## config.mk

```make
export PLATFORM = sky130hd
export DESIGN_NAME = crcgen_core
export DESIGN_NICKNAME = d
export VERILOG_FILES = /design/src/hw/_unused_guard.sv /design/src/hw/crcgen_pkg.sv /design/src/hw/crcgen_core.sv
export VERILOG_INCLUDE_DIRS = /design/src /design/src/hw
export SDC_FILE = /design/constraint.sdc
export NUM_CORES = 1
export LEC_CHECK = 0
export ABC_AREA = 0
export BUFFER_PORTS_ARGS = -buffer_cell sky130_fd_sc_hd__clkbuf_2
export CAP_MARGIN = 5
export CORE_ASPECT_RATIO = 0.75
export CORE_MARGIN = 3
export CORE_UTILIZATION = 35
export DETAILED_ROUTE_END_ITERATION = 12
export GPL_TIMING_DRIVEN = 0
export PLACE_DENSITY_LB_ADDON = 0.12
export SLEW_MARGIN = 20
export SYNTH_ARGS = -nofsm -noshare
export SYNTH_HDL_FRONTEND = slang
export SYNTH_SLANG_ARGS = --single-unit
```

## constraint.sdc

```tcl
create_clock -name sys_clk_in -period 5.2 [get_ports sys_clk_in]
set_input_delay 1.04 -clock sys_clk_in [delete_from_list [all_inputs] [get_ports sys_clk_in]]
set_output_delay 1.04 -clock sys_clk_in [all_outputs]
set_load 0.01 [all_outputs]
```

## src/hw/crcgen_defines.svh

```systemverilog
`ifndef CRCGEN_DEFINES_SVH
`define CRCGEN_DEFINES_SVH
// ****************************************
// register offsets
// ****************************************
`define CRCGEN_OFF_CTRL 8'h00
`define CRCGEN_OFF_STATUS 8'h01
`define CRCGEN_OFF_DATA 8'h03
`define CRCGEN_OFF_SUM0 8'h04
`define CRCGEN_OFF_SUM1 8'h05
`define CRCGEN_OFF_SUM2 8'h06
`define CRCGEN_OFF_SUM3 8'h07
`define CRCGEN_OFF_IRQ_STAT 8'h08
`define CRCGEN_OFF_IRQ_CLR 8'h09
`define CRCGEN_OFF_IRQ_EN 8'h0a
// ****************************************
// field positions
// ****************************************
`define CRCGEN_CTRL_PRESET_HI 7
`define CRCGEN_CTRL_PRESET_LO 6
`define CRCGEN_CTRL_WIDE 5
`define CRCGEN_CTRL_SRC_HI 3
`define CRCGEN_CTRL_SRC_LO 0
`define CRCGEN_STAT_BUSY 0
`define CRCGEN_STAT_ZERO 1
`define CRCGEN_EVT_DONE 0
`define CRCGEN_EVT_ZERO 1
// ****************************************
// polynomials, preset codes, reset values
// ****************************************
`define CRCGEN_POLY16 16'h1021
`define CRCGEN_POLY32 32'h04c11db7
`define CRCGEN_PRESET_ZEROS 2'h2
`define CRCGEN_PRESET_ONES 2'h3
`define CRCGEN_SUM_RESET 32'h0000_0000
`define CRCGEN_SRC_RESET 4'h0
`endif

```

## src/hw/_unused_guard.sv

```systemverilog
`timescale 1ns/100ps

```

## src/hw/crcgen_pkg.sv

```systemverilog
// ****************************************
// shared types
// ****************************************
package crcgen_pkg;
    // generator state, one-hot
    typedef enum logic [1:0] {
        CRCGEN_IDLE = 2'b01,
        CRCGEN_RUN = 2'b10
    } crcgen_state_t;
    // input origin codes of the source field
    typedef enum logic [3:0] {
        CRCGEN_SRC_OFF = 4'h0,
        CRCGEN_SRC_IO = 4'h1,
        CRCGEN_SRC_FLASH = 4'h2,
        CRCGEN_SRC_DMA0 = 4'h4,
        CRCGEN_SRC_DMA1 = 4'h5,
        CRCGEN_SRC_DMA2 = 4'h6,
        CRCGEN_SRC_DMA3 = 4'h7
    } crcgen_src_t;
endpackage

```

## src/hw/crcgen_core.sv

```systemverilog
`timescale 1ns/100ps
`include "crcgen_defines.svh"
module crcgen_core (
    input wire logic sys_clk_in,
    input wire logic nrst_in,
    input wire logic [7:0] reg_addr_in,
    input wire logic [7:0] reg_wdata_in,
    input wire logic reg_wr_in,
    input wire logic reg_rd_in,
    output logic [7:0] reg_rdata_out,
    input wire logic [7:0] flash_byte_in,
    input wire logic flash_valid_in,
    input wire logic flash_done_in,
    input wire logic [7:0] dma_byte_in,
    input wire logic [3:0] dma_valid_in,
    input wire logic [3:0] dma_done_in,
    output logic busy_out,
    output logic irq_out
);
    // ****************************************
    // byte step of the remainder
    // ****************************************
    // msb of each byte enters first
    function automatic logic [31:0] crcgen_step(
        input logic [31:0] c,
        input logic [7:0] d,
        input logic wide
    );
        logic [31:0] r;
        logic fb;
        r = c;
        fb = 1'b0;
        for (int i = 7; i >= 0; i--) begin
            if (wide) begin
                fb = r[31] ^ d[i];
                r = {r[30:0], 1'b0} ^ (fb ? `CRCGEN_POLY32 : 32'h0);
            end else begin
                fb = r[15] ^ d[i];
                r[15:0] = {r[14:0], 1'b0} ^ (fb ? `CRCGEN_POLY16 : 16'h0);
                r[31:16] = 16'h0;
            end
        end
        return r;
    endfunction

    // end to end bit reversal
    function automatic logic [31:0] crcgen_rev(input logic [31:0] v);
        logic [31:0] r;
        r = 32'h0;
        for (int i = 0; i < 32; i++) begin
            r[i] = v[31 - i];
        end
        return r;
    endfunction

    // ****************************************
    // state
    // ****************************************
    crcgen_pkg::crcgen_state_t state; // idle or running
    crcgen_pkg::crcgen_state_t next_state;
    logic [31:0] sum; // raw remainder
    logic [31:0] next_sum;
    logic [3:0] src; // selected origin
    logic [3:0] next_src;
    logic wide_poly_select; // software width choice
    logic next_wide_poly_select;
    logic zero_flag; // checksum null at completion
    logic next_zero_flag;
    logic [1:0] irq_stat; // sticky events
    logic [1:0] next_irq_stat;
    logic [1:0] irq_en; // event enables
    logic [1:0] next_irq_en;
    logic [7:0] rdata; // registered read answer
    logic [7:0] next_rdata;

    // ****************************************
    // decode helpers
    // ****************************************
    logic running; // generator busy
    logic wide_eff; // width actually in use
    logic [31:0] readout; // checksum as software sees it
    logic [1:0] ch; // dma channel of the origin
    logic src_dma; // origin is a dma channel
    logic wr_ctrl;
    logic wr_stat;
    logic wr_data;
    logic byte_ok; // one byte accepted this cycle
    logic [7:0] byte_sel; // byte being folded in
    logic done; // completion this cycle
    logic [31:0] fin; // remainder after this cycle's byte

    assign running = (state == crcgen_pkg::CRCGEN_RUN);
    // flash always runs wide, whatever software chose for the width
    assign wide_eff = wide_poly_select | (src == crcgen_pkg::CRCGEN_SRC_FLASH);
    assign ch = src[1:0];
    assign src_dma = (src[3:2] == 2'b01);
    assign wr_ctrl = reg_wr_in && (reg_addr_in == `CRCGEN_OFF_CTRL);
    assign wr_stat = reg_wr_in && (reg_addr_in == `CRCGEN_OFF_STATUS);
    assign wr_data = reg_wr_in && (reg_addr_in == `CRCGEN_OFF_DATA);

    // byte selection: only the chosen origin may feed the remainder
    // the dma byte lane is shared, so only the chosen channel's valid counts
    always_comb begin
        byte_ok = 1'b0;
        byte_sel = 8'h00;
        done = 1'b0;
        if (running) begin
            if (src == crcgen_pkg::CRCGEN_SRC_IO) begin
                byte_ok = wr_data;
                byte_sel = reg_wdata_in;
                done = wr_stat && reg_wdata_in[`CRCGEN_STAT_BUSY];
            end else if (src == crcgen_pkg::CRCGEN_SRC_FLASH) begin
                byte_ok = flash_valid_in;
                byte_sel = flash_byte_in;
                done = flash_done_in;
            end else if (src_dma) begin
                byte_ok = dma_valid_in[ch];
                byte_sel = dma_byte_in;
                done = dma_done_in[ch];
            end
        end
    end

    // no accepted byte leaves the remainder untouched
    assign fin = byte_ok ? crcgen_step(sum, byte_sel, wide_eff) : sum;

    // software view of the checksum
    always_comb begin
        if (running && (src == crcgen_pkg::CRCGEN_SRC_FLASH)) begin
            readout = 32'h0; // flash run hides partial result
        end else if (wide_eff && !running) begin
            readout = ~crcgen_rev(sum);
        end else begin
            readout = sum;
        end
    end

    // ****************************************
    // generator next state
    // ****************************************
    always_comb begin
        next_state = state;
        next_sum = fin;
        next_src = src;
        next_wide_poly_select = wide_poly_select;
        next_zero_flag = zero_flag;
        next_irq_stat = irq_stat;
        next_irq_en = irq_en;
        // run state: only a completion or an accepted control write moves it
        case (state)
            crcgen_pkg::CRCGEN_IDLE: begin
                next_state = crcgen_pkg::CRCGEN_IDLE;
            end
            crcgen_pkg::CRCGEN_RUN: begin
                if (done) begin
                    next_state = crcgen_pkg::CRCGEN_IDLE;
                end
            end
            default: begin
                // an illegal one-hot code falls back to idle
                next_state = crcgen_pkg::CRCGEN_IDLE;
            end
        endcase
        // completion closes the run and checks the remainder
        if (done) begin
            next_irq_stat[`CRCGEN_EVT_DONE] = 1'b1;
            if (wide_eff ? (fin == 32'hffff_ffff) : (fin[15:0] == 16'h0)) begin
                next_zero_flag = 1'b1;
                next_irq_stat[`CRCGEN_EVT_ZERO] = 1'b1;
            end
        end
        // control write: origin and width locked while running
        if (wr_ctrl) begin
            if (reg_wdata_in[`CRCGEN_CTRL_PRESET_HI]) begin
                // preset also unlocks the origin
                if (reg_wdata_in[`CRCGEN_CTRL_PRESET_HI:`CRCGEN_CTRL_PRESET_LO]
                        == `CRCGEN_PRESET_ONES) begin
                    next_sum = 32'hffff_ffff;
                end else begin
                    next_sum = 32'h0;
                end
            end
            if (reg_wdata_in[`CRCGEN_CTRL_PRESET_HI] || !running) begin
                next_src = reg_wdata_in[`CRCGEN_CTRL_SRC_HI:`CRCGEN_CTRL_SRC_LO];
                next_wide_poly_select = reg_wdata_in[`CRCGEN_CTRL_WIDE];
                next_zero_flag = 1'b0;
                if (reg_wdata_in[`CRCGEN_CTRL_SRC_HI:`CRCGEN_CTRL_SRC_LO]
                        == crcgen_pkg::CRCGEN_SRC_OFF) begin
                    next_state = crcgen_pkg::CRCGEN_IDLE;
                end else begin
                    next_state = crcgen_pkg::CRCGEN_RUN;
                end
            end
        end
        // checksum bytes writable only while disabled
        if (reg_wr_in && (src == crcgen_pkg::CRCGEN_SRC_OFF) && !wr_ctrl) begin
            if (reg_addr_in == `CRCGEN_OFF_SUM0) begin
                next_sum[7:0] = reg_wdata_in;
            end else if (reg_addr_in == `CRCGEN_OFF_SUM1) begin
                next_sum[15:8] = reg_wdata_in;
            end else if (reg_addr_in == `CRCGEN_OFF_SUM2) begin
                next_sum[23:16] = reg_wdata_in;
            end else if (reg_addr_in == `CRCGEN_OFF_SUM3) begin
                next_sum[31:24] = reg_wdata_in;
            end
        end
        // interrupt clear loses to a fresh event
        if (reg_wr_in && (reg_addr_in == `CRCGEN_OFF_IRQ_CLR)) begin
            next_irq_stat = next_irq_stat & ~(reg_wdata_in[1:0] & ~irq_stat_set(done, fin));
        end
        if (reg_wr_in && (reg_addr_in == `CRCGEN_OFF_IRQ_EN)) begin
            next_irq_en = reg_wdata_in[1:0];
        end
    end

    // events raised this cycle
    function automatic logic [1:0] irq_stat_set(input logic d, input logic [31:0] f);
        logic z;
        z = wide_eff ? (f == 32'hffff_ffff) : (f[15:0] == 16'h0);
        return {d && z, d};
    endfunction

    // registers of the generator
    always_ff @(posedge sys_clk_in) begin
        if (!nrst_in) begin
            state <= crcgen_pkg::CRCGEN_IDLE;
            sum <= `CRCGEN_SUM_RESET;
            src <= `CRCGEN_SRC_RESET;
            wide_poly_select <= 1'b0;
            zero_flag <= 1'b0;
            irq_stat <= 2'h0;
            irq_en <= 2'h0;
        end else begin
            state <= next_state;
            sum <= next_sum;
            src <= next_src;
            wide_poly_select <= next_wide_poly_select;
            zero_flag <= next_zero_flag;
            irq_stat <= next_irq_stat;
            irq_en <= next_irq_en;
        end
    end

    // ****************************************
    // read port
    // ****************************************
    // answer stands one cycle, zero elsewhere
    // write-only and unmapped offsets read back as zero
    always_comb begin
        next_rdata = 8'h00;
        if (reg_rd_in) begin
            if (reg_addr_in == `CRCGEN_OFF_CTRL) begin
                // preset field always reads zero
                next_rdata = {2'b00, wide_poly_select, 1'b0, src};
            end else if (reg_addr_in == `CRCGEN_OFF_STATUS) begin
                next_rdata = {6'h0, zero_flag, running};
            end else if (reg_addr_in == `CRCGEN_OFF_SUM0) begin
                next_rdata = readout[7:0];
            end else if (reg_addr_in == `CRCGEN_OFF_SUM1) begin
                next_rdata = readout[15:8];
            end else if (reg_addr_in == `CRCGEN_OFF_SUM2) begin
                next_rdata = readout[23:16];
            end else if (reg_addr_in == `CRCGEN_OFF_SUM3) begin
                next_rdata = readout[31:24];
            end else if (reg_addr_in == `CRCGEN_OFF_IRQ_STAT) begin
                next_rdata = {6'h0, irq_stat};
            end else if (reg_addr_in == `CRCGEN_OFF_IRQ_EN) begin
                next_rdata = {6'h0, irq_en};
            end
        end
    end

    // read data register
    always_ff @(posedge sys_clk_in) begin
        if (!nrst_in) begin
            rdata <= 8'h00;
        end else begin
            rdata <= next_rdata;
        end
    end

    assign reg_rdata_out = rdata;
    assign busy_out = running;
    assign irq_out = |(irq_stat & irq_en); // level while enabled bit set
endmodule

```

# [After elaboration in Yosys (flattened, before gate mapping)]
# Index checks and enable logic that the tools add are counted.
# Widths: inputs -> output; s select.
[op_classes] magnitude_cmp=1 eq_ne=15 muxes=75 n_bitwise=41 n_reduce_logical=22
[ops] operator="$mux 32" n=15
[ops] operator="$xor 32x27->32" n=8
[ops] operator="$mux 27" n=8
[ops] operator="$xor 16x13->16" n=8
[ops] operator="$mux 13" n=8
[ops] operator="$mux 8" n=13
[ops] operator="$eq 32x32->1 const B" n=1
[ops] operator="$eq 8x3->1 const B" n=4
[ops] operator="$not 32->32" n=1
[ops] operator="$eq 8x4->1 const B" n=3
[ops] operator="$mux 24" n=1
[ops] operator="$mux 2" n=9
[ops] operator="$logic_not 16->1" n=1
[ops] operator="$mux 1" n=16
[ops] operator="$mux 16" n=1
[ops] operator="$xor 1x1->1" n=16
[ops] operator="$mux 6" n=2
[ops] operator="$logic_and 1x1->1" n=11
[ops] operator="$eq 8x1->1 const B" n=1
[ops] operator="$eq 8x2->1 const B" n=1
[ops] operator="$logic_not 4->1" n=2
[ops] operator="$logic_not 8->1" n=1
[ops] operator="$and 2x2->2" n=3
[ops] operator="$bmux 1 s2" n=2
[ops] operator="other kinds (13)" n=18
[totals] input_bits=46 wordCells=163 register_bits=52

# [Depth between registers and ports, before layout]
# Gate-level depths: netlist of the first run.
[logic_depth] depth_word=46 mapped_depth=15 ltp_nobuf=13

# [Least setup slack after synthesis of the first run]
# OpenSTA, ideal clock, no wires.
[synth_path] path_kind="in2reg" from="in reg_wdata_in[7]" to="reg zero_flag" cell_stages=12 arrival_time_ns=3.913 setup_time_ns=0.069 slack_ns=1.217 path_cell_list="or4b_2 -> o31ai_1 -> o21ai_0 -> and2_1 -> buf_4 -> xnor3_1 -> and3_1 -> a211o_1 -> a31oi_1 -> o2111ai_1 -> o31a_1 -> o21ai_1"
[synth_between] elab_chain_len=29 elab_cells_between_ends=47 cone_classes="eq/ne (1); mux (22); bitwise (22); reduce/logical (2)"
[synth_lines] element="start, declared" line_no="crcgen_core.sv:7" source="input wire logic [7:0] reg_wdata_in,"
[synth_lines] element="$mux 8" line_no="crcgen_core.sv:108" source="if (src == crcgen_pkg::CRCGEN_SRC_IO) begin"
[synth_lines] element="$mux 8" line_no="crcgen_core.sv:107" source="if (running) begin"
[synth_lines] element="$xor 1x1->1, on equally long branches" line_no="crcgen_core.sv:35, crcgen_core.sv:38"
[synth_lines] element="$mux 27 / $mux 13 (equally long branches)" line_no="crcgen_core.sv:36, crcgen_core.sv:39"
[synth_lines] element="$xor 32x27->32 / $xor 16x13->16 (equally long branches)" line_no="crcgen_core.sv:36, crcgen_core.sv:39"
[synth_lines] element="$mux 32" line_no="crcgen_core.sv:34" source="if (wide) begin"
[synth_lines] element="$xor 16x13->16 / $xor 32x27->32 (equally long branches)" line_no="crcgen_core.sv:39, crcgen_core.sv:36"
[synth_lines] element="$mux 32" line_no="crcgen_core.sv:34"
[synth_lines] element="(+12 left out)"
[synth_lines] element="$xor 16x13->16 / $xor 32x27->32 (equally long branches)" line_no="crcgen_core.sv:39, crcgen_core.sv:36"
[synth_lines] element="$mux 32" line_no="crcgen_core.sv:34"
[synth_lines] element="$mux 32" line_no="crcgen_core.sv:125" source="assign fin = byte_ok ? crcgen_step(sum, byte_sel, wide_eff) : sum;"
[synth_lines] element="$eq 32x32->1 / $logic_not 16->1 (equally long branches)" line_no="crcgen_core.sv:167" source="if (wide_eff ? (fin == 32'hffff_ffff) : (fin[15:0] == 16'h0)) begin"
[synth_lines] element="$mux 1 (2 in a row)" line_no="crcgen_core.sv:167"
[synth_lines] element="$mux 1" line_no="crcgen_core.sv:165" source="if (done) begin"
[synth_lines] element="$mux 1" line_no="crcgen_core.sv:183" source="if (reg_wdata_in[`CRCGEN_CTRL_PRESET_HI] || !running) begin"
[synth_lines] element="$mux 1 *" line_no="crcgen_core.sv:173" source="if (wr_ctrl) begin"
[synth_lines] element="end signal, assigned" line_no="crcgen_core.sv:238" source="zero_flag <= next_zero_flag;"
[synth_lines] element="end, declared" line_no="crcgen_core.sv:67" source="logic zero_flag;"
# Every way passes the cells marked *; elsewhere a longest branch is shown, timed or not.
# A chain may end at the register's enable or synchronous reset.

# [Worst setup path after layout of the first run]
[layout_path] from="in reg_wdata_in[0]" to="reg zero_flag"
[layout_between] elab_chain_len=13 elab_cells_between_ends=20 cone_classes="eq/ne (1); mux (13); bitwise (4); reduce/logical (2)"
[layout_lines] element="$mux 8" line_no="crcgen_core.sv:108"
[layout_lines] element="$mux 8" line_no="crcgen_core.sv:107"
[layout_lines] element="$xor 1x1->1, on equally long branches" line_no="crcgen_core.sv:38, crcgen_core.sv:35"
[layout_lines] element="$mux 13 / $mux 27 (equally long branches)" line_no="crcgen_core.sv:39, crcgen_core.sv:36"
[layout_lines] element="$xor 16x13->16 / $xor 32x27->32 (equally long branches)" line_no="crcgen_core.sv:39, crcgen_core.sv:36"
[layout_lines] element="$mux 32" line_no="crcgen_core.sv:34"
[layout_lines] element="$mux 32" line_no="crcgen_core.sv:125"
[layout_lines] element="$eq 32x32->1 / $logic_not 16->1 (equally long branches)" line_no="crcgen_core.sv:167"
[layout_lines] element="$mux 1 (2 in a row)" line_no="crcgen_core.sv:167"
[layout_lines] element="$mux 1 *" line_no="crcgen_core.sv:165"
[layout_lines] element="$mux 1" line_no="crcgen_core.sv:183"
[layout_lines] element="$mux 1 *" line_no="crcgen_core.sv:173"
# Marks and branches as above.

==> results of run 1 <==
-- power breakdown --
group | switching [uW] | total (uW) | internal, uW | leakage [uW]
Sequential | 1.41 | 400 | 399 | 0.000419
Clock | 163 | 389 | 227 | 0.0000798
Combinational | 46.3 | 70.6 | 24.3 | 0.00213
-- layout by cell type, fill, tap and decap left out, drive strengths merged, types with 6 or more instances in the layout --
cell / instances
a221o: 7
and3: 14
mux2i: 15
xnor2: 46
nor2: 101
nand4: 8
a211oi: 21
nand3: 22
nand2: 60
a22oi: 17
a31oi: 7
a21oi: 55
xnor3: 15
o22ai: 8
o21a: 6
nor4: 7
nand2b: 9
nor2b: 10
a21o: 9
nor3: 26
dfxtp: 52
o21ai: 49
o211ai: 7
clkbuf: 101
and2: 15
xor2: 23
or3: 8
buf: 20
-- layer usage --
metal	routed length (um)	global-route usage	vias up
met5	0	0	-
met4	571	0.05686	0
met3	3368	0.08492	45
met2	10120	0.3651	400
met1	11670	0.4036	3119
li1	-	-	2997
-- worst max-delay path: cells and delay by family --
| family | cells | cell delay [ps] |
|---|---|---|
| multiplexers | 2 | 670 |
| AND/OR/NAND/NOR | 4 | 1280 |
| XOR/XNOR | 1 | 220 |
| AO/OA/AOI/OAI | 5 | 1350 |
| buffers and inverters | 1 | 520 |
-- how the worst max path moves through the flow --
stage                                         to  cells past startpoint                 from
final                       zero_flag$_SDFF_PN0_                     13      reg_wdata_in[0]
after global routing        zero_flag$_SDFF_PN0_                     14  src[1]$_SDFFE_PN0P_
after CTS                   zero_flag$_SDFF_PN0_                     13      reg_wdata_in[0]
after detailed placement    zero_flag$_SDFF_PN0_                     13      reg_wdata_in[0]
after global placement    irq_stat[1]$_SDFF_PN0_                     13      reg_wdata_in[0]
after floorplan             zero_flag$_SDFF_PN0_                     12      reg_wdata_in[7]
-- metrics by stage --
| stage | setup slack (ps) | power [uW] | utilization |
|---|---|---|---|
| final | 323.1 | 859.9 | 0.4057 |
| after global routing | 179.0 | 888.2 | 0.4057 |
| after floorplan | 1217 | 439.0 | - |
| after detailed placement | 192.6 | 476.7 | 0.3951 |
| after CTS | 494.6 | 863.0 | 0.4054 |
| after global placement | 113.1 | 475.8 | 0.3944 |
-- flip-flops by register name (all words and copies together), names as in the netlist --
signal and cells:
sum 32, reg_rdata_out 8, src 4, irq_en 2, irq_stat 2, state 2, wide_poly_select 1, zero_flag 1
-- cell families after synthesis --
logic type | count (synthesis) | share of synthesized area
AND/OR/NAND/NOR | 304 | 0.2614
AO/OA/AOI/OAI | 249 | 0.2970
XOR/XNOR | 86 | 0.1729
buffers and inverters | 70 | 0.05195
flip-flops | 52 | 0.1771
multiplexers | 21 | 0.03960
-- area by class of cell --
cell class | instances | share of cell area
timing repair buffer | 52 | 0.03956
sequential | 52 | 0.1582
clock inverter | 3 | 0.006466
buffer | 64 | 0.04298
clock buffer | 5 | 0.01902
tap | 210 | 0.03994
multi-input combinational | 660 | 0.6904
inverter | 6 | 0.003423
==> qor.txt, run 1 <==
Clock latency on the worst-skew pair -> 300 ps
CORE AREA -> 16220 um2
Hold Violations, Final -> 0
Max Cap Viol -> 0
Wire per inst -> 24.46 um
Worst reg2reg path depth -> 14
Worst Hold Slack -> 489.3 ps
Commonest cells in the netlist -> nor2_1, nand2_1, dfxtp_1, a21oi_1, xnor2_1
Fmax achieved -> 205.0 MHz
Final WL -> 25.73 mm
Maximum vdd drop -> 0.0001170 V
Post-CTS Hold Buffers -> 0
Post-DP HPWL -> 20.14 mm
Fill cells -> 1703
WP data arrival -> 5110 ps
Worst hold path class -> reg -> reg
Post-synth EDFFs -> 0
P_leak -> 0.002628 uW
Warnings from Yosys -> 0
R2R Path Start -> src[1]$_SDFFE_PN0P_
Post-cts sizing count -> 0
Startpoint types -> input port
Worst-Margin Slew -> 1089 ps
Setup_tns -> 0 ps
Mapped Cells -> 782
Sink Count -> 52
Register area share after synthesis -> 0.1771
RePlAce Congestion -> 0.9993
Slew Limit Fails -> 0
TritonCTS clock tree -> yes
Area of the multi-input gates -> 4542 um2
Pre-Repair DR Iteration Count -> 5
Hold EP -> zero_flag$_SDFF_PN0_
Die height -> 118.2 um
RSZ-0062 raised after global routing -> no
CP endpoint kind -> flip-flop
Top-area cell type share of the netlist area -> 0.1771
CP max stage delay -> 590 ps
Netlist cell types -> 90
Final worst-path cycle share -> 0.9379
Slew HR -> 0.2670
Yosys reg bits -> 52
Global Route Usage Sum -> 0.2668
Clock root cell -> clkbuf_16
PwrDens -> 130.7 nW/um2
Max Clock Skew -> 7.319 ps
Count leader, synth -> nor2_1
Crit Path Class -> in -> reg
Final count of negative-setup-slack endpoints -> 0
Fraction of layout cells with a size suffix above 1 -> 0.1283
Cell area after layout -> 6579 um2
Die area -> 18400 um2
H-Tree Depth -> 2
Number of global-route vias before repair -> 5935
HP Start -> zero_flag$_SDFF_PN0_
Fraction of registers with async set/reset -> 0
First-pass GRT wire length -> 37.25 mm
Mapped cell area -> 5877 um2
Synth Flop Type -> dfxtp_1
CTS Buf Count -> 5
Global route total overflow -> 0
Outcome -> finished clean
Maximum root-to-sink buffer count -> 2
Row count -> 40
Hold Path Depth -> 2
Cells after DPL -> 1044
CP max-delay cell -> a21oi_2
Synth top area cells -> dfxtp_1, xnor2_1, nor2_1, xnor3_1, a21oi_1
Reg clk slew, reported paths -> 70 ps
Via/cell ratio -> 6.237
Via count -> 6561
Critical path fanouts, max -> 10
Fin crit period -> 4877 ps
Worst R2R Setup Slack -> 360 ps
Setup Buffers After CTS -> 0
Worst reg2reg path endpoint -> zero_flag$_SDFF_PN0_
Starting Density -> 0.3624
IO Port Bufs -> 51
Synthesis-to-finish area growth -> 11.94%
DRC viols -> 0
DRT antenna net count -> 0
Die Width -> 155.6 um
Worst Path Required -> 5440 ps
Cell Count, Final, Fillers Out -> 1052
Ant diodes -> 0
Placed Instance Area -> 6406 um2
Sequential cell area -> 1041 um2
Synth Area per Inst -> 7.515 um2
Post-synth top area cell -> dfxtp_1
# nets final -> 887
I/O pin count -> 56
Initial antenna violation count -> 0
Drt first-iter violations -> 868
Largest net degree at the start of global routing -> 17
Syn Nets -> 828
Critical-path cell list -> clkbuf_1 > nor4bb_1 > o21ai_0 > a21oi_2 > a211oi_1 > nor2_1 > mux2_4 > xnor3_1 > mux2_2 > nor4_1 > nand4_1 > o31a_1 > o21ai_1
No activity file was read; power rests on OpenSTA's default activity.
==> run 2, diff against run 1 <==
- SLEW_MARGIN: 20 -> default
- clock period: 5.2 -> 4.8 ns (I/O delays scaled with it)
==> qor.txt, run 2 (synthesis results as in run 1) <==
Number of global-route vias before repair -> 5954
PwrDens -> 142.0 nW/um2
Commonest non-fill, non-tap cells in the layout -> nor2_1, nand2_1, clkbuf_2, dfxtp_1, a21oi_1
RePlAce Congestion -> 0.9993
NetSw -> 233.0 uW
Max reg flops -> 32
Die Width -> 155.6 um
Clock latency on the worst-skew pair -> 310 ps
GR Layer Usage met1 -> 0.4177
Clock group share of total power -> 0.456
Sink Count -> 52
Max Cap Viol -> 0
Post-DP HPWL -> 20.20 mm
Fin crit period -> 4642 ps
Global Route Usage Sum -> 0.2700
Initial antenna violation count -> 0
DRC viols -> 0
Worst Path Required -> 5040 ps
Critical path fanouts, max -> 10
Critical Path Start -> reg_wdata_in[0]
IO Port Bufs -> 51
Ant diodes -> 0
Outcome -> finished clean
Top Usage Layer GRT -> met1
Reg clk slew, reported paths -> 80 ps
CP endpoint kind -> flip-flop
Most flop-heavy register -> sum
Fraction of layout cells with a size suffix above 1 -> 0.1330
I/O pin count -> 56
Post-CTS Hold Buffers -> 0
DRT antenna net count -> 0
CTS Buf Count -> 5
Slew HR -> 0.2115
Cells after DPL -> 1044
HP Start -> zero_flag$_SDFF_PN0_
Row count -> 40
Die area -> 18400 um2
Cell Count, Final, Fillers Out -> 1052
Final worst-path cycle share -> 0.9671
First-pass GRT wire length -> 37.69 mm
Worst-Margin Slew -> 1174 ps
Setup_tns -> 0 ps
Maximum root-to-sink buffer count -> 2
Internal -> 704.0 uW
WP data arrival -> 4880 ps
Via count -> 6618
Sw Share -> 0.2487
Final Util -> 0.4069
Commonest non-fill, non-tap cell in the layout -> nor2_1
Final count of negative-setup-slack endpoints -> 0
Placed Instance Area -> 6409 um2
CORE AREA -> 16220 um2
RSZ-0062 raised after global routing -> no
Starting Density -> 0.3624
Seq pwr share -> 0.462
Slew Limit Fails -> 0
P_leak -> 0.002635 uW
Via/cell ratio -> 6.291
Logic pwr share -> 0.082
H-Tree Depth -> 2
Drt first-iter violations -> 910
Met3 Usage GRT -> 0.07394
GR Util met2 -> 0.3649
Final WL -> 25.95 mm
Wire per inst -> 24.66 um
Cell area after layout -> 6598 um2
Largest net degree at the start of global routing -> 17
Worst hold path class -> reg -> reg
Crit Path Class -> in -> reg
Maximum vdd drop -> 0.0001208 V
Clock root cell -> clkbuf_16
Synthesis-to-finish area growth -> 12.26%
Hold Violations, Final -> 0
R2R Path Start -> src[2]$_SDFFE_PN0P_
Die height -> 118.2 um
Fmax achieved -> 215.4 MHz
# nets final -> 887
Pre-Repair DR Iteration Count -> 5
TritonCTS clock tree -> yes
Global route total overflow -> 0
Startpoint types -> input port
Max Clock Skew -> 9.327 ps
## run 2: critical path, cell delays in order
cell,delay [ps]
clkbuf_1,500
nor4bb_1,330
o21ai_0,140
a21oi_2,580
a211oi_1,190
nor2_2,400
nand3_1,130
o2bb2ai_1,290
nand2b_1,240
nor4_1,340
nand4_1,180
o31a_1,400
o21ai_1,180
## run 2: through the flow
step / hold slack, ps / setup slack (ps) / total power [uW]
final: 477.9 / 157.9 / 937.0
after global routing: 509.0 / 0.07061 / 965.9
after CTS: 476.5 / 58.48 / 938.1
after detailed placement: 463.2 / -160.9 / 516.5
after global placement: 453.0 / -206.9 / 515.5
after floorplan: 436.9 / 897.4 / 475.6
## run 2: layer usage
metal  part of all wire  vias to the layer above
li1                   -                     3007
met1               0.48                     3203
met2               0.39                      367
met4              0.021                        0
met3               0.11                       41
met5                  0                        -
## run 2: worst paths after layout
check	slack (ps)	to	cells after the start
worst min register to register	480	zero_flag$_SDFF_PN0_	2
worst max-delay path	160	zero_flag$_SDFF_PN0_	13
worst max register to register	180	zero_flag$_SDFF_PN0_	14
worst min-delay path	480	zero_flag$_SDFF_PN0_	2
## run 2: power groups by stage
stage | Sequential [uW] | Clock [uW] | Combinational, uW
detailed placement | 443 | 0 | 73.2
CTS | 433 | 431 | 73.6
floorplan | 443 | 0 | 33.0
finish | 433 | 427 | 76.6
global route | 433 | 451 | 81.9
global placement | 443 | 0 | 72.1
## run 2: layout make-up
cell class	count	area, um2
buffer	64	284.0
clock buffer	5	125.1
clock inverter	3	42.54
fill	1733	9618
inverter	6	22.52
multi-input combinational	660	4557
sequential	52	1041
tap	210	262.8
timing repair buffer	52	262.8
## run 2: what timing repair did
item / CTS / global route
setup endpoints to repair: 0 / 2
resized for setup: 0 / 7
buffers inserted: 0 / 0
==> run 3, diff against run 2 <==
- CELL_PAD_IN_SITES_DETAIL_PLACEMENT: default -> 1
- CELL_PAD_IN_SITES_GLOBAL_PLACEMENT: default -> 2
==> qor.txt, run 3 (synthesis results as in run 1) <==
First-pass GRT wire length -> 42.15 mm
Max reg flops -> 32
Drt first-iter violations -> 744
Hold Violations, Final -> 0
Commonest non-fill, non-tap cells in the layout -> nor2_1, nand2_1, clkbuf_2
Final worst-path cycle share -> 0.9654
Hold Path Depth -> 2
Clock root cell -> clkbuf_16
Via/cell ratio -> 6.404
Fraction of layout cells with a size suffix above 1 -> 0.1366
Setup_tns -> 0 ps
Area of the multi-input gates -> 4582 um2
Slew HR -> 0.2246
Worst reg2reg path depth -> 15
Wire per inst -> 26.83 um
Post-DP HPWL -> 22.27 mm
Maximum root-to-sink buffer count -> 2
CORE AREA -> 16220 um2
Die Width -> 155.6 um
Worst Hold Slack -> 495.1 ps
Worst-Margin Slew -> 1154 ps
Critical path fanouts, max -> 6
Seq pwr share -> 0.483
Most flop-heavy register -> sum
Met3 Usage GRT -> 0.05527
Worst hold path class -> reg -> reg
Max Clock Skew -> 11.09 ps
# nets final -> 887
Die height -> 118.2 um
Logic pwr share -> 0.087
Synthesis-to-finish area growth -> 12.41%
CTS Buf Count -> 5
Global route total overflow -> 0
Row count -> 40
Sw Share -> 0.2712
Max Cap Viol -> 0
IO Port Bufs -> 51
NetSw -> 243.1 uW
Top Usage Layer GRT -> met1
PwrDens -> 135.7 nW/um2
Pre-Repair DR Iteration Count -> 5
Largest net degree at the start of global routing -> 18
Post-CTS Hold Buffers -> 0
Final WL -> 28.23 mm
Starting Density -> 0.3624
DRC viols -> 0
Crit Path Class -> in -> reg
Die area -> 18400 um2
Via count -> 6737
I/O pin count -> 56
Slew Limit Fails -> 0
GR Layer Usage met1 -> 0.4664
P_leak -> 0.002631 uW
Sink Count -> 52
Clock group share of total power -> 0.430
H-Tree Depth -> 2
Outcome -> finished clean
DRT antenna net count -> 0
TritonCTS clock tree -> yes
RSZ-0062 raised after global routing -> no
Worst Path Required -> 5030 ps
Fin crit period -> 4634 ps
RePlAce Congestion -> 0.9456
CP endpoint kind -> flip-flop
Ant diodes -> 0
GR Util met2 -> 0.4365
Fill cells -> 2042
Maximum vdd drop -> 0.0001212 V
Commonest non-fill, non-tap cell in the layout -> nor2_1
Global Route Usage Sum -> 0.2997
Clock latency on the worst-skew pair -> 310 ps
Number of global-route vias before repair -> 6505
Final count of negative-setup-slack endpoints -> 0
Initial antenna violation count -> 0
Internal -> 653.3 uW
Startpoint types -> input port
Reg clk slew, reported paths -> 70 ps
Fmax achieved -> 215.8 MHz
WP data arrival -> 4870 ps
Sequential cell area -> 1041 um2
==> run 3: cell types whose count changed in the layout (fill, tap and decap cells not counted), sizes merged <==
cell	previous run	this run
buf	21	19
bufinv	1	0
clkbuf	100	102
clkinvlp	1	2
==> run 3: cell type report <==
cell class,count,share of cell area
clock buffer,5,0.01894
multi-input combinational,660,0.6936
buffer,64,0.04337
timing repair buffer,52,0.03977
clock inverter,3,0.003598
inverter,6,0.003409
sequential,52,0.1576
tap,210,0.03977
==> run 3: path summary, 6_finish.rpt <==
kind | start | to | slack, ps
worst min-delay path | zero_flag$_SDFF_PN0_ | zero_flag$_SDFF_PN0_ | 500
worst max-delay path | reg_wdata_in[7] | irq_stat[1]$_SDFF_PN0_ | 170
worst max register to register | src[1]$_SDFFE_PN0P_ | irq_stat[1]$_SDFF_PN0_ | 200
worst min register to register | zero_flag$_SDFF_PN0_ | zero_flag$_SDFF_PN0_ | 500
==> run 3: layer usage <==
metal,share of wire,up-vias
met5,0,-
met3,0.096,42
li1,-,2995
met1,0.47,3360
met4,0.016,0
met2,0.41,340
==> run 3: per-stage QoR <==
| step | area [um2] | power, uW | setup WS (ps) | std cells | util |
|---|---|---|---|---|---|
| final | 6606 | 896.4 | 166.0 | 1052 | 0.4074 |
| after detailed placement | 6409 | 518.0 | -318.2 | 1044 | 0.3952 |
| after floorplan | 5877 | 475.6 | 897.4 | 782 | - |
| after global routing | 6606 | 917.8 | 7.849 | 1052 | 0.4074 |
| after CTS | 6566 | 890.1 | 132.3 | 1052 | 0.4049 |
| after global placement | 6395 | 517.1 | -236.4 | 1043 | 0.3944 |
==> run 3: power by group through the flow <==
stage / Sequential, uW / Clock, uW / Combinational [uW]
6_report: 433 / 385 / 77.8
3_5_place_dp: 443 / 0 / 74.6
3_3_place_gp: 443 / 0 / 73.7
5_1_grt: 433 / 402 / 82.4
4_1_cts: 433 / 382 / 75.1
2_1_floorplan: 443 / 0 / 33.0
==> run 3: worst max-delay path: stages <==
cell       delay (ps)
clkbuf_2          100
or4b_2            650
o31ai_1           210
o21ai_0           280
a21oi_1           400
xnor2_1           450
xor2_1            250
a211o_1           350
a31oi_1           380
o2111ai_1         190
o31a_1            460
o21ai_1           180
==> run 3: what timing repair did <==
item	CTS	global route
endpoints found under the setup margin	2	7
gates resized for setup	2	11
setup buffers	0	0
